===== config.mk =====
export PLATFORM = sky130hd
export DESIGN_NAME = sleep_ctrl
export DESIGN_NICKNAME = d
export VERILOG_FILES = /design/src/tick_div.v /design/src/sleep_ctrl.v
export VERILOG_INCLUDE_DIRS = /design/src
export SDC_FILE = /design/constraint.sdc
export NUM_CORES = 1
export LEC_CHECK = 0
export BUFFER_PORTS_ARGS = -buffer_cell sky130_fd_sc_hd__buf_2
export CELL_PAD_IN_SITES_DETAIL_PLACEMENT = 1
export CELL_PAD_IN_SITES_GLOBAL_PLACEMENT = 1
export CORE_MARGIN = 5
export CORE_UTILIZATION = 35
export DETAILED_ROUTE_END_ITERATION = 7
export PLACE_DENSITY_LB_ADDON = 0.05
export SLEW_MARGIN = 30
export SYNTH_ARGS = -nofsm -noshare
export SYNTH_HDL_FRONTEND = slang
export SYNTH_SLANG_ARGS = --single-unit

===== constraint.sdc =====
create_clock -name clk_i -period 4.1 [get_ports clk_i]
set_input_delay 0 -clock clk_i [delete_from_list [all_inputs] [get_ports clk_i]]
set_output_delay 0 -clock clk_i [all_outputs]
set_load 0.01 [all_outputs]

===== src/sleep_ctrl_regs.vh =====
// Operation
// - mode 1 sleeps and wakes by request pin
// - modes 4 and 5 run cyclic sleep
// - mode 5 also wakes on request falling edge
// - mode 4 ignores the request pin
// - poll parent every 100 ms while awake
// - receiver on until parent acknowledgment
// - pending data keeps receiver on, else off
// - sleep status low asleep, high awake
// - flow control: clear-to-send high asleep, low awake
// - association indicator low throughout sleep
// - request pin pulled down during sleep
// - no serial or radio response while asleep
// - unjoined wake scans channel mask channels
// - pin sleep waits for busy work first
// - host lowers request pin to wake
// - first poll within 1-2 ms of pin wake
// - cyclic: stay awake on data, else sleep
// - data restarts stay-awake timer from setting
// - sleep on timer expiry or sleep command
// - sleep period 0x20 to 0xaf0 in 10 ms
// - multiplier 1 to 0xffff
// - option 0x02 always wakes full stay time
// - multiplier gates status raise, radio data immediate
`ifndef SLEEP_CTRL_REGS_VH
`define SLEEP_CTRL_REGS_VH
`define ADDR_MODE        4'h0
`define ADDR_PERIOD      4'h1
`define ADDR_MULT        4'h2
`define ADDR_STAY        4'h3
`define ADDR_OPTIONS     4'h4
`define ADDR_PINCFG      4'h5
`define ADDR_SCANMASK    4'h6
`define ADDR_STATUS      4'h7
`define ADDR_COMMAND     4'h8
`define MODE_PIN         3'h1
`define MODE_CYC         3'h4
`define MODE_CYC_PIN     3'h5
`define PERIOD_MIN       12'h020
`define PERIOD_MAX       12'haf0
`define PERIOD_RST       12'h020
`define MULT_MIN         16'h0001
`define MULT_RST         16'h0001
`define STAY_RST         16'h0064
`define OPT_FULL_WAKE    1
`define PIN_FC_EN        0
`define PIN_ASSOC_EN     1
`define CMD_SLEEP_NOW    0
`define CLK_MHZ          125
`define TICK_MS          10
`define TICK_CYC         (`TICK_MS * 1000 * `CLK_MHZ)
`define POLL_MS          100
`define POLL_TICKS       (`POLL_MS / `TICK_MS)
`define WAKE_POLL_US     1000
`define WAKE_POLL_CYC    (`WAKE_POLL_US * `CLK_MHZ)
`endif


===== src/tick_div.v =====
`include "sleep_ctrl_regs.vh"
module tick_div #(
   parameter CYCLES = `TICK_CYC
) (
   input  wire clk_i,
   input  wire nrst_i,
   input  wire clr_i,
   output reg  tick_o
);
   reg [31:0] cnt_q;
   always @(posedge clk_i or negedge nrst_i) begin
      if (!nrst_i) begin
         cnt_q  <= 32'h0;
         tick_o <= 1'b0;
      end else if (clr_i) begin
         cnt_q  <= 32'h0;
         tick_o <= 1'b0;
      end else if (cnt_q == CYCLES - 1) begin
         cnt_q  <= 32'h0;
         tick_o <= 1'b1;
      end else begin
         cnt_q  <= cnt_q + 32'h1;
         tick_o <= 1'b0;
      end
   end
endmodule


===== src/sleep_ctrl.v =====
`include "sleep_ctrl_regs.vh"
module sleep_ctrl #(
   parameter TICK_CYCLES = `TICK_CYC,
   parameter WAKE_POLL   = `WAKE_POLL_CYC,
   parameter CHANNELS    = 16
) (
   input  wire                clk_i,
   input  wire                nrst_i,
   input  wire [3:0]          addr_i,
   input  wire [31:0]         wdata_i,
   input  wire                wr_i,
   input  wire                rd_i,
   output reg  [31:0]         rdata_o,
   input  wire                sleep_request_in_i,
   input  wire                busy_i,
   input  wire                joined_i,
   input  wire                serial_rx_i,
   input  wire                radio_rx_i,
   input  wire                ack_i,
   input  wire                ack_pending_i,
   input  wire                scan_done_i,
   output reg                 poll_req_o,
   output reg                 rx_en_o,
   output reg                 sleep_status_o,
   output reg                 cts_n_o,
   output reg                 assoc_o,
   input  wire                assoc_run_i,
   output reg                 req_pulldown_o,
   output reg                 data_en_o,
   output reg                 scan_start_o,
   output reg  [CHANNELS-1:0] scan_mask_o
);
   localparam S_AWAKE = 2'h0;
   localparam S_DRAIN = 2'h1;
   localparam S_SLEEP = 2'h2;

   reg [2:0]          sleep_mode_select_q;
   reg [11:0]         sleep_period_q;
   reg [15:0]         sleep_period_multiplier_q;
   reg [15:0]         stay_awake_time_q;
   reg [7:0]          options_q;
   reg [1:0]          pin_cfg_q;
   reg [CHANNELS-1:0] channel_scan_mask_q;
   reg [1:0]          state_q;
   reg [11:0]         period_cnt_q;
   reg [15:0]         mult_cnt_q;
   reg [15:0]         stay_cnt_q;
   reg                stay_run_q;
   reg [3:0]          poll_cnt_q;
   reg                wait_ack_q;
   reg                got_data_q;
   reg                first_poll_q;
   reg [31:0]         wake_cnt_q;
   reg                req_q;
   reg                status_raise_q;
   reg                sleep_cmd_q;
   wire               tick;
   wire               asleep;
   wire               cyclic;
   wire               any_rx;
   wire               wake_pin;
   wire               wake_timer;

   tick_div #(
      .CYCLES (TICK_CYCLES)
   ) u_tick (
      .clk_i  (clk_i),
      .nrst_i (nrst_i),
      .clr_i  (1'b0),
      .tick_o (tick)
   );

   assign asleep = (state_q == S_SLEEP);
   assign cyclic = (sleep_mode_select_q == `MODE_CYC) ||
                   (sleep_mode_select_q == `MODE_CYC_PIN);
   assign any_rx = !asleep && (serial_rx_i || radio_rx_i);
   assign wake_pin = ((sleep_mode_select_q == `MODE_PIN) && !sleep_request_in_i) ||
                     ((sleep_mode_select_q == `MODE_CYC_PIN) && req_q &&
                      !sleep_request_in_i);
   assign wake_timer = cyclic && tick && (period_cnt_q <= 12'h1);

   // register writes
   always @(posedge clk_i or negedge nrst_i) begin
      if (!nrst_i) begin
         sleep_mode_select_q       <= 3'h0;
         sleep_period_q            <= `PERIOD_RST;
         sleep_period_multiplier_q <= `MULT_RST;
         stay_awake_time_q         <= `STAY_RST;
         options_q                 <= 8'h0;
         pin_cfg_q                 <= 2'h0;
         channel_scan_mask_q       <= {CHANNELS{1'b1}};
         sleep_cmd_q               <= 1'b0;
      end else begin
         sleep_cmd_q <= 1'b0;
         if (wr_i) begin
            case (addr_i)
               `ADDR_MODE: sleep_mode_select_q <= wdata_i[2:0];
               `ADDR_PERIOD: begin
                  if (wdata_i[11:0] < `PERIOD_MIN)
                     sleep_period_q <= `PERIOD_MIN;
                  else if (wdata_i[11:0] > `PERIOD_MAX || wdata_i[31:12] != 20'h0)
                     sleep_period_q <= `PERIOD_MAX;
                  else
                     sleep_period_q <= wdata_i[11:0];
               end
               `ADDR_MULT: begin
                  if (wdata_i[15:0] == 16'h0)
                     sleep_period_multiplier_q <= `MULT_MIN;
                  else
                     sleep_period_multiplier_q <= wdata_i[15:0];
               end
               `ADDR_STAY: stay_awake_time_q <= wdata_i[15:0];
               `ADDR_OPTIONS: options_q <= wdata_i[7:0];
               `ADDR_PINCFG: pin_cfg_q <= wdata_i[1:0];
               `ADDR_SCANMASK: channel_scan_mask_q <= wdata_i[CHANNELS-1:0];
               `ADDR_COMMAND: sleep_cmd_q <= wdata_i[`CMD_SLEEP_NOW];
               default: ;
            endcase
         end
      end
   end

   // register reads
   always @(posedge clk_i or negedge nrst_i) begin
      if (!nrst_i) begin
         rdata_o <= 32'h0;
      end else if (rd_i) begin
         case (addr_i)
            `ADDR_MODE: rdata_o <= {29'h0, sleep_mode_select_q};
            `ADDR_PERIOD: rdata_o <= {20'h0, sleep_period_q};
            `ADDR_MULT: rdata_o <= {16'h0, sleep_period_multiplier_q};
            `ADDR_STAY: rdata_o <= {16'h0, stay_awake_time_q};
            `ADDR_OPTIONS: rdata_o <= {24'h0, options_q};
            `ADDR_PINCFG: rdata_o <= {30'h0, pin_cfg_q};
            `ADDR_SCANMASK: rdata_o <= {{(32-CHANNELS){1'b0}}, channel_scan_mask_q};
            `ADDR_STATUS: rdata_o <= {26'h0, stay_run_q, got_data_q, wait_ack_q,
                                      sleep_status_o, state_q};
            default: rdata_o <= 32'h0;
         endcase
      end else begin
         rdata_o <= 32'h0;
      end
   end

   // main sequencer
   always @(posedge clk_i or negedge nrst_i) begin
      if (!nrst_i) begin
         state_q        <= S_AWAKE;
         period_cnt_q   <= 12'h0;
         mult_cnt_q     <= 16'h0;
         stay_cnt_q     <= 16'h0;
         stay_run_q     <= 1'b0;
         poll_cnt_q     <= 4'h0;
         wait_ack_q     <= 1'b0;
         got_data_q     <= 1'b0;
         first_poll_q   <= 1'b0;
         wake_cnt_q     <= 32'h0;
         req_q          <= 1'b0;
         status_raise_q <= 1'b1;
         poll_req_o     <= 1'b0;
         rx_en_o        <= 1'b0;
         sleep_status_o <= 1'b1;
         cts_n_o        <= 1'b0;
         assoc_o        <= 1'b0;
         req_pulldown_o <= 1'b0;
         data_en_o      <= 1'b1;
         scan_start_o   <= 1'b0;
         scan_mask_o    <= {CHANNELS{1'b0}};
      end else begin
         req_q        <= sleep_request_in_i;
         poll_req_o   <= 1'b0;
         scan_start_o <= 1'b0;
         scan_mask_o  <= channel_scan_mask_q;
         case (state_q)
            S_AWAKE: begin
               sleep_status_o <= status_raise_q || (radio_rx_i && !asleep);
               if (radio_rx_i)
                  status_raise_q <= 1'b1;
               cts_n_o        <= pin_cfg_q[`PIN_FC_EN] ? 1'b0 : 1'b0;
               assoc_o        <= pin_cfg_q[`PIN_ASSOC_EN] ? assoc_run_i : 1'b0;
               req_pulldown_o <= 1'b0;
               data_en_o      <= 1'b1;
               // data taken after a pending ack; a new poll below reopens the receiver
               if (got_data_q && !ack_i && radio_rx_i)
                  rx_en_o <= 1'b0;
               // first poll shortly after wake, then every 100 ms
               if (first_poll_q) begin
                  if (wake_cnt_q >= WAKE_POLL - 1) begin
                     first_poll_q <= 1'b0;
                     poll_req_o   <= joined_i;
                     wait_ack_q   <= joined_i;
                     rx_en_o      <= joined_i;
                     poll_cnt_q   <= 4'h0;
                  end else begin
                     wake_cnt_q <= wake_cnt_q + 32'h1;
                  end
               end else if (tick) begin
                  if (poll_cnt_q >= `POLL_TICKS - 1) begin
                     poll_cnt_q <= 4'h0;
                     if (joined_i && !wait_ack_q) begin
                        poll_req_o <= 1'b1;
                        wait_ack_q <= 1'b1;
                        rx_en_o    <= 1'b1;
                     end
                  end else begin
                     poll_cnt_q <= poll_cnt_q + 4'h1;
                  end
               end
               if (wait_ack_q && ack_i) begin
                  wait_ack_q <= 1'b0;
                  rx_en_o    <= ack_pending_i;
                  got_data_q <= ack_pending_i;
                  if (cyclic && ack_pending_i) begin
                     stay_run_q <= 1'b1;
                     stay_cnt_q <= stay_awake_time_q;
                  end
               end
               if (cyclic && any_rx) begin
                  stay_run_q <= 1'b1;
                  stay_cnt_q <= stay_awake_time_q;
               end else if (stay_run_q && tick && stay_cnt_q != 16'h0) begin
                  stay_cnt_q <= stay_cnt_q - 16'h1;
               end
               // go to sleep
               if (sleep_mode_select_q == `MODE_PIN && sleep_request_in_i) begin
                  state_q <= S_DRAIN;
               end else if (cyclic && !first_poll_q) begin
                  if (sleep_cmd_q ||
                      (stay_run_q && stay_cnt_q == 16'h0 && !any_rx)) begin
                     state_q <= S_DRAIN;
                  end else if (!stay_run_q && !wait_ack_q && !any_rx &&
                               !got_data_q && !options_q[`OPT_FULL_WAKE]) begin
                     state_q <= S_DRAIN;
                  end else if (!stay_run_q && options_q[`OPT_FULL_WAKE]) begin
                     stay_run_q <= 1'b1;
                     stay_cnt_q <= stay_awake_time_q;
                  end
               end
            end
            S_DRAIN: begin
               if (sleep_mode_select_q == `MODE_PIN && !sleep_request_in_i) begin
                  state_q <= S_AWAKE;
               end else if (!busy_i && !wait_ack_q) begin
                  state_q        <= S_SLEEP;
                  sleep_status_o <= 1'b0;
                  cts_n_o        <= pin_cfg_q[`PIN_FC_EN];
                  assoc_o        <= 1'b0;
                  req_pulldown_o <= 1'b1;
                  data_en_o      <= 1'b0;
                  rx_en_o        <= 1'b0;
                  stay_run_q     <= 1'b0;
                  got_data_q     <= 1'b0;
                  period_cnt_q   <= sleep_period_q;
               end else if (tick) begin
                  // still awake while work drains, so keep polling
                  if (poll_cnt_q >= `POLL_TICKS - 1) begin
                     poll_cnt_q <= 4'h0;
                     if (joined_i && !wait_ack_q) begin
                        poll_req_o <= 1'b1;
                        wait_ack_q <= 1'b1;
                        rx_en_o    <= 1'b1;
                     end
                  end else begin
                     poll_cnt_q <= poll_cnt_q + 4'h1;
                  end
               end
               if (wait_ack_q && ack_i) begin
                  wait_ack_q <= 1'b0;
                  rx_en_o    <= ack_pending_i;
               end
            end
            S_SLEEP: begin
               if (tick && period_cnt_q != 12'h0)
                  period_cnt_q <= period_cnt_q - 12'h1;
               if (wake_pin || wake_timer) begin
                  state_q      <= S_AWAKE;
                  first_poll_q <= 1'b1;
                  wake_cnt_q   <= 32'h0;
                  poll_cnt_q   <= 4'h0;
                  scan_start_o <= !joined_i;
                  if (sleep_period_multiplier_q == 16'h1 || !cyclic ||
                      mult_cnt_q + 16'h1 >= sleep_period_multiplier_q) begin
                     mult_cnt_q     <= 16'h0;
                     status_raise_q <= 1'b1;
                  end else begin
                     mult_cnt_q     <= mult_cnt_q + 16'h1;
                     status_raise_q <= 1'b0;
                  end
               end
            end
            default: state_q <= S_AWAKE;
         endcase
      end
   end
endmodule


==> flow_metrics.py <==
metrics = {
    "flow_run": {
        "drv_cap": 0,
    },
    "floorplanning": {
        "core_area_mm2": 0.0344,
        "ios": 105,
        "rows": 68,
        "initial_utilization": 0.352,
        "die-height_um": 196,
        "die-area_mm2": 0.0384,
        "die_x_um": 196,
    },
    "cells_and_area": {
        "area_growth_pct": 18.5,
        "postLayoutCellArea_mm2": 0.0143,
        "final_common_cell": "dfrtp_1",
        "stdcell_count": 1814,
        "antennaDiodeCount": 0,
        "final_nets": 1415,
        "mostFrequentLayoutCells": "211 x dfrtp_1, 115 x nand2_1, 87 x buf_2, 80 x nor2_1",
        "drive_gt1_frac": 0.191,
        "final_core_utilization": 0.417,
    },
    "drt": {
        "wl_per_cell_um": 20.6,
        "post_drt_via_cell_ratio": 5.45,
        "drcViolationCount": 0,
        "vias": 9886,
        "drt-total-wl_um": 37400,
        "ant_nets": 0,
        "dr.first_iter.drc_count": 478,
        "first_pass_iters": 4,
    },
    "clock_tree": {
        "ctsResizeCount": 0,
        "clockBufferDepth": 3,
        "path_clk_slew_ns": 0.06,
        "root_buffer": "clkbuf_16",
        "clock-sinks": 235,
        "clk-insertion-delay-late_ns": 0.55,
        "cts-htree-levels": 1,
        "cts_tree": "yes",
        "cts_inserted_buffers": 29,
    },
    "sta": {
        "worst_slew_pin_slew_ns": 0.938,
        "skew_ns": 0.0158,
        "post-route-period-util": 0.830,
        "fin_setup_tns_ns": 0,
        "max-slew-margin-rel": 0.373,
        "hold_viol_final": 0,
        "setup_viol": 0,
        "maxSlewViolCount": 0,
        "max_freq_ghz": 0.294,
        "fin_crit_ns": 3.40,
        "rsz0062_at_grt": "no",
    },
    "critical_path": {
        "slowest_stage": "dfrtp_1",
        "crit_fanout": 10,
        "rr_worst_depth": 14,
        "cp.required_ns": 4.59,
        "reg2reg_slack_ns": 0.70,
        "cp-start-kind": "register",
        "r2r-end": "mult_cnt_q[0]",
        "r2r-start": "mult_cnt_q[0]",
        "end_kind": "register",
        "critPathKind": "reg2reg",
        "slowest_delay_ns": 0.41,
        "crit_arrival_ns": 3.89,
        "path_cells": "ha_1 > nand3_1 > nor2_1 > and3_1 > and3_1 > xnor2_1 > inv_1 > ha_1 > a21o_1 > a21oi_1 > o211ai_1 > a211o_1 > nor2_2 > mux2_2",
    },
    "hold_path": {
        "whs_endpoint": "state_q[1]",
        "min-delay-start": "serial_rx_i",
        "whs_path_depth": 5,
        "min_path_type": "in2reg",
    },
    "synthesis": {
        "syn_avg_cell_area_um2": 9.98,
        "synth_cells": 1212,
        "synth_top_area_frac": 0.436,
        "ys_ff_latch": 235,
        "synth_cell_type_count": 82,
        "ys_async_sr_fraction": 1.00,
        "synth.largest_area_cell": "dfrtp_1",
        "synth-edff-count": 0,
        "ys_seq_area_frac": 0.488,
        "netlist_area_mm2": 0.0121,
        "synth_area_leaders": "dfrtp_1 44%, dfstp_2 5.2%, mux2_2 5.2%",
        "synth-main-ff-cell": "dfrtp_1",
        "ys_warn_count": 0,
    },
    "pwr": {
        "power.static_leakage_nw": 6.37,
        "power_density_mw_per_mm2": 505,
        "vdd_drop_max_mv": 0.348,
        "total_power_w": 0.00724,
    },
    "global_route": {
        "grt_pass1_wl_um": 60200,
        "grt_max_degree": 108,
        "antenna_found_initial": 1,
        "gr-usage-all-layers": 0.193,
        "overflow": 0,
        "grt_pass1_vias": 10390,
    },
    "status": {
        "status": "finished clean",
    },
    "placed_design": {
        "portBuffers": 87,
        "gp_congestion": 0.760,
        "hpwl_um": 26500,
        "dpl_cell_area_mm2": 0.0130,
        "placed_cells_incl_taps": 1728,
    },
}
==> layout make-up <==
| class | instances | area, um2 |
|---|---|---|
| fillers | 3886 | 20000 |
| repair buffers | 141 | 926 |
| flip-flops and latches | 235 | 5910 |
| multi-input cells | 877 | 5750 |
| well taps | 455 | 569 |
| inverters | 52 | 195 |
| clock inverters | 13 | 154 |
| clock buffers | 41 | 831 |
==> critical path: cells and delay by family, from the launching register on <==
kind / cells / cell delay (ns)
AOI/OAI and AO/OA: 4 / 0.68
xor gates and xnor gates: 1 / 0.14
adders and majority gates: 2 / 0.42
buffers and inverters: 1 / 0.08
DFF: 1 / 0.41
muxes: 1 / 0.24
and+or+nand+nor: 5 / 1.35
==> registers in the layout, indices dropped and copies added, names as in the netlist, 2 cells and up <==
name	flops
sleep_mode_select_q	3
channel_scan_mask_q	16
pin_cfg_q	2
stay_awake_time_q	16
sleep_period_q	12
mult_cnt_q	16
sleep_period_multiplier_q	16
stay_cnt_q	16
scan_mask_o	16
period_cnt_q	12
poll_cnt_q	4
options_q	8
wake_cnt_q	32
state_q	2
u_tick.cnt_q	32
rdata_o	16
==> logic make-up (layout without fill, tap and decap cells) <==
| group | Yosys count | count (layout) | synth area share |
|---|---|---|---|
| DFF | 235 | 235 | 0.488 |
| muxes | 63 | 63 | 0.0600 |
| and+or+nand+nor | 433 | 433 | 0.182 |
| buffers and inverters | 115 | 247 | 0.0418 |
| xor gates and xnor gates | 46 | 46 | 0.0333 |
| other | 1 | 16 | 0.000310 |
| AOI/OAI and AO/OA | 289 | 289 | 0.163 |
| adders and majority gates | 30 | 30 | 0.0310 |
==> cell usage after synthesis (all sizes together), types with 6 or more instances <==
cell     count
a21o         7
a21oi       64
a22o        14
a22oi       25
a2bb2oi      6
a31oi       13
and2        10
and3        23
and4         7
buf         26
clkbuf      37
dfrtp      211
dfstp       24
ha          30
inv         51
mux2        56
nand2      115
nand2b      11
nand3       56
nand4       19
nor2        82
nor2b        9
nor3        26
nor4        24
o211ai       6
o21a         8
o21ai       67
o22ai        8
o31ai       17
or3         11
or4         18
xnor2       24
xor2        22
==> worst max path at each step <==
stage	startpoint	endpoint	slack, ns	cells past startpoint
after detailed placement	mult_cnt_q[0]	mult_cnt_q[0]	0.72	14
after global routing	mult_cnt_q[0]	mult_cnt_q[0]	0.34	14
after global placement	mult_cnt_q[0]	mult_cnt_q[0]	0.72	13
final	mult_cnt_q[0]	mult_cnt_q[0]	0.70	14
after CTS	mult_cnt_q[0]	mult_cnt_q[0]	0.69	14
after floorplan	mult_cnt_q[0]	mult_cnt_q[11]	1.06	15
==> metrics by stage <==
stage          setup WS (ns)  hold slack, ns
5_1_grt                0.337          0.0726
3_3_place_gp           0.725           0.144
3_5_place_dp           0.721           0.140
6_report               0.697          0.0793
2_1_floorplan           1.06          -0.296
4_1_cts                0.686          0.0452
==> report_power, final <==
| part | total, W | internal, W | switching [W] | leakage [nW] |
|---|---|---|---|---|
| Sequential | 0.00317 | 0.00273 | 0.000442 | 2.99 |
| Combinational | 0.00144 | 0.000608 | 0.000833 | 2.91 |
| Clock | 0.00264 | 0.00160 | 0.00104 | 0.475 |
==> layer usage <==
layer  global-route usage  wire [um]  vias up
li1                     -          -     4688
met1                0.277      18200     5000
met2                0.316      17300      148
met3               0.0280       1230       48
met4               0.0357        618        2
met5                    0         13        -
==> timing repair <==
item	CTS	global route
hold buffers	31	0
hold endpoints to repair	187	0
buffers inserted	0	0
setup endpoints to repair	0	0
No activity file was read; power rests on OpenSTA's default activity.
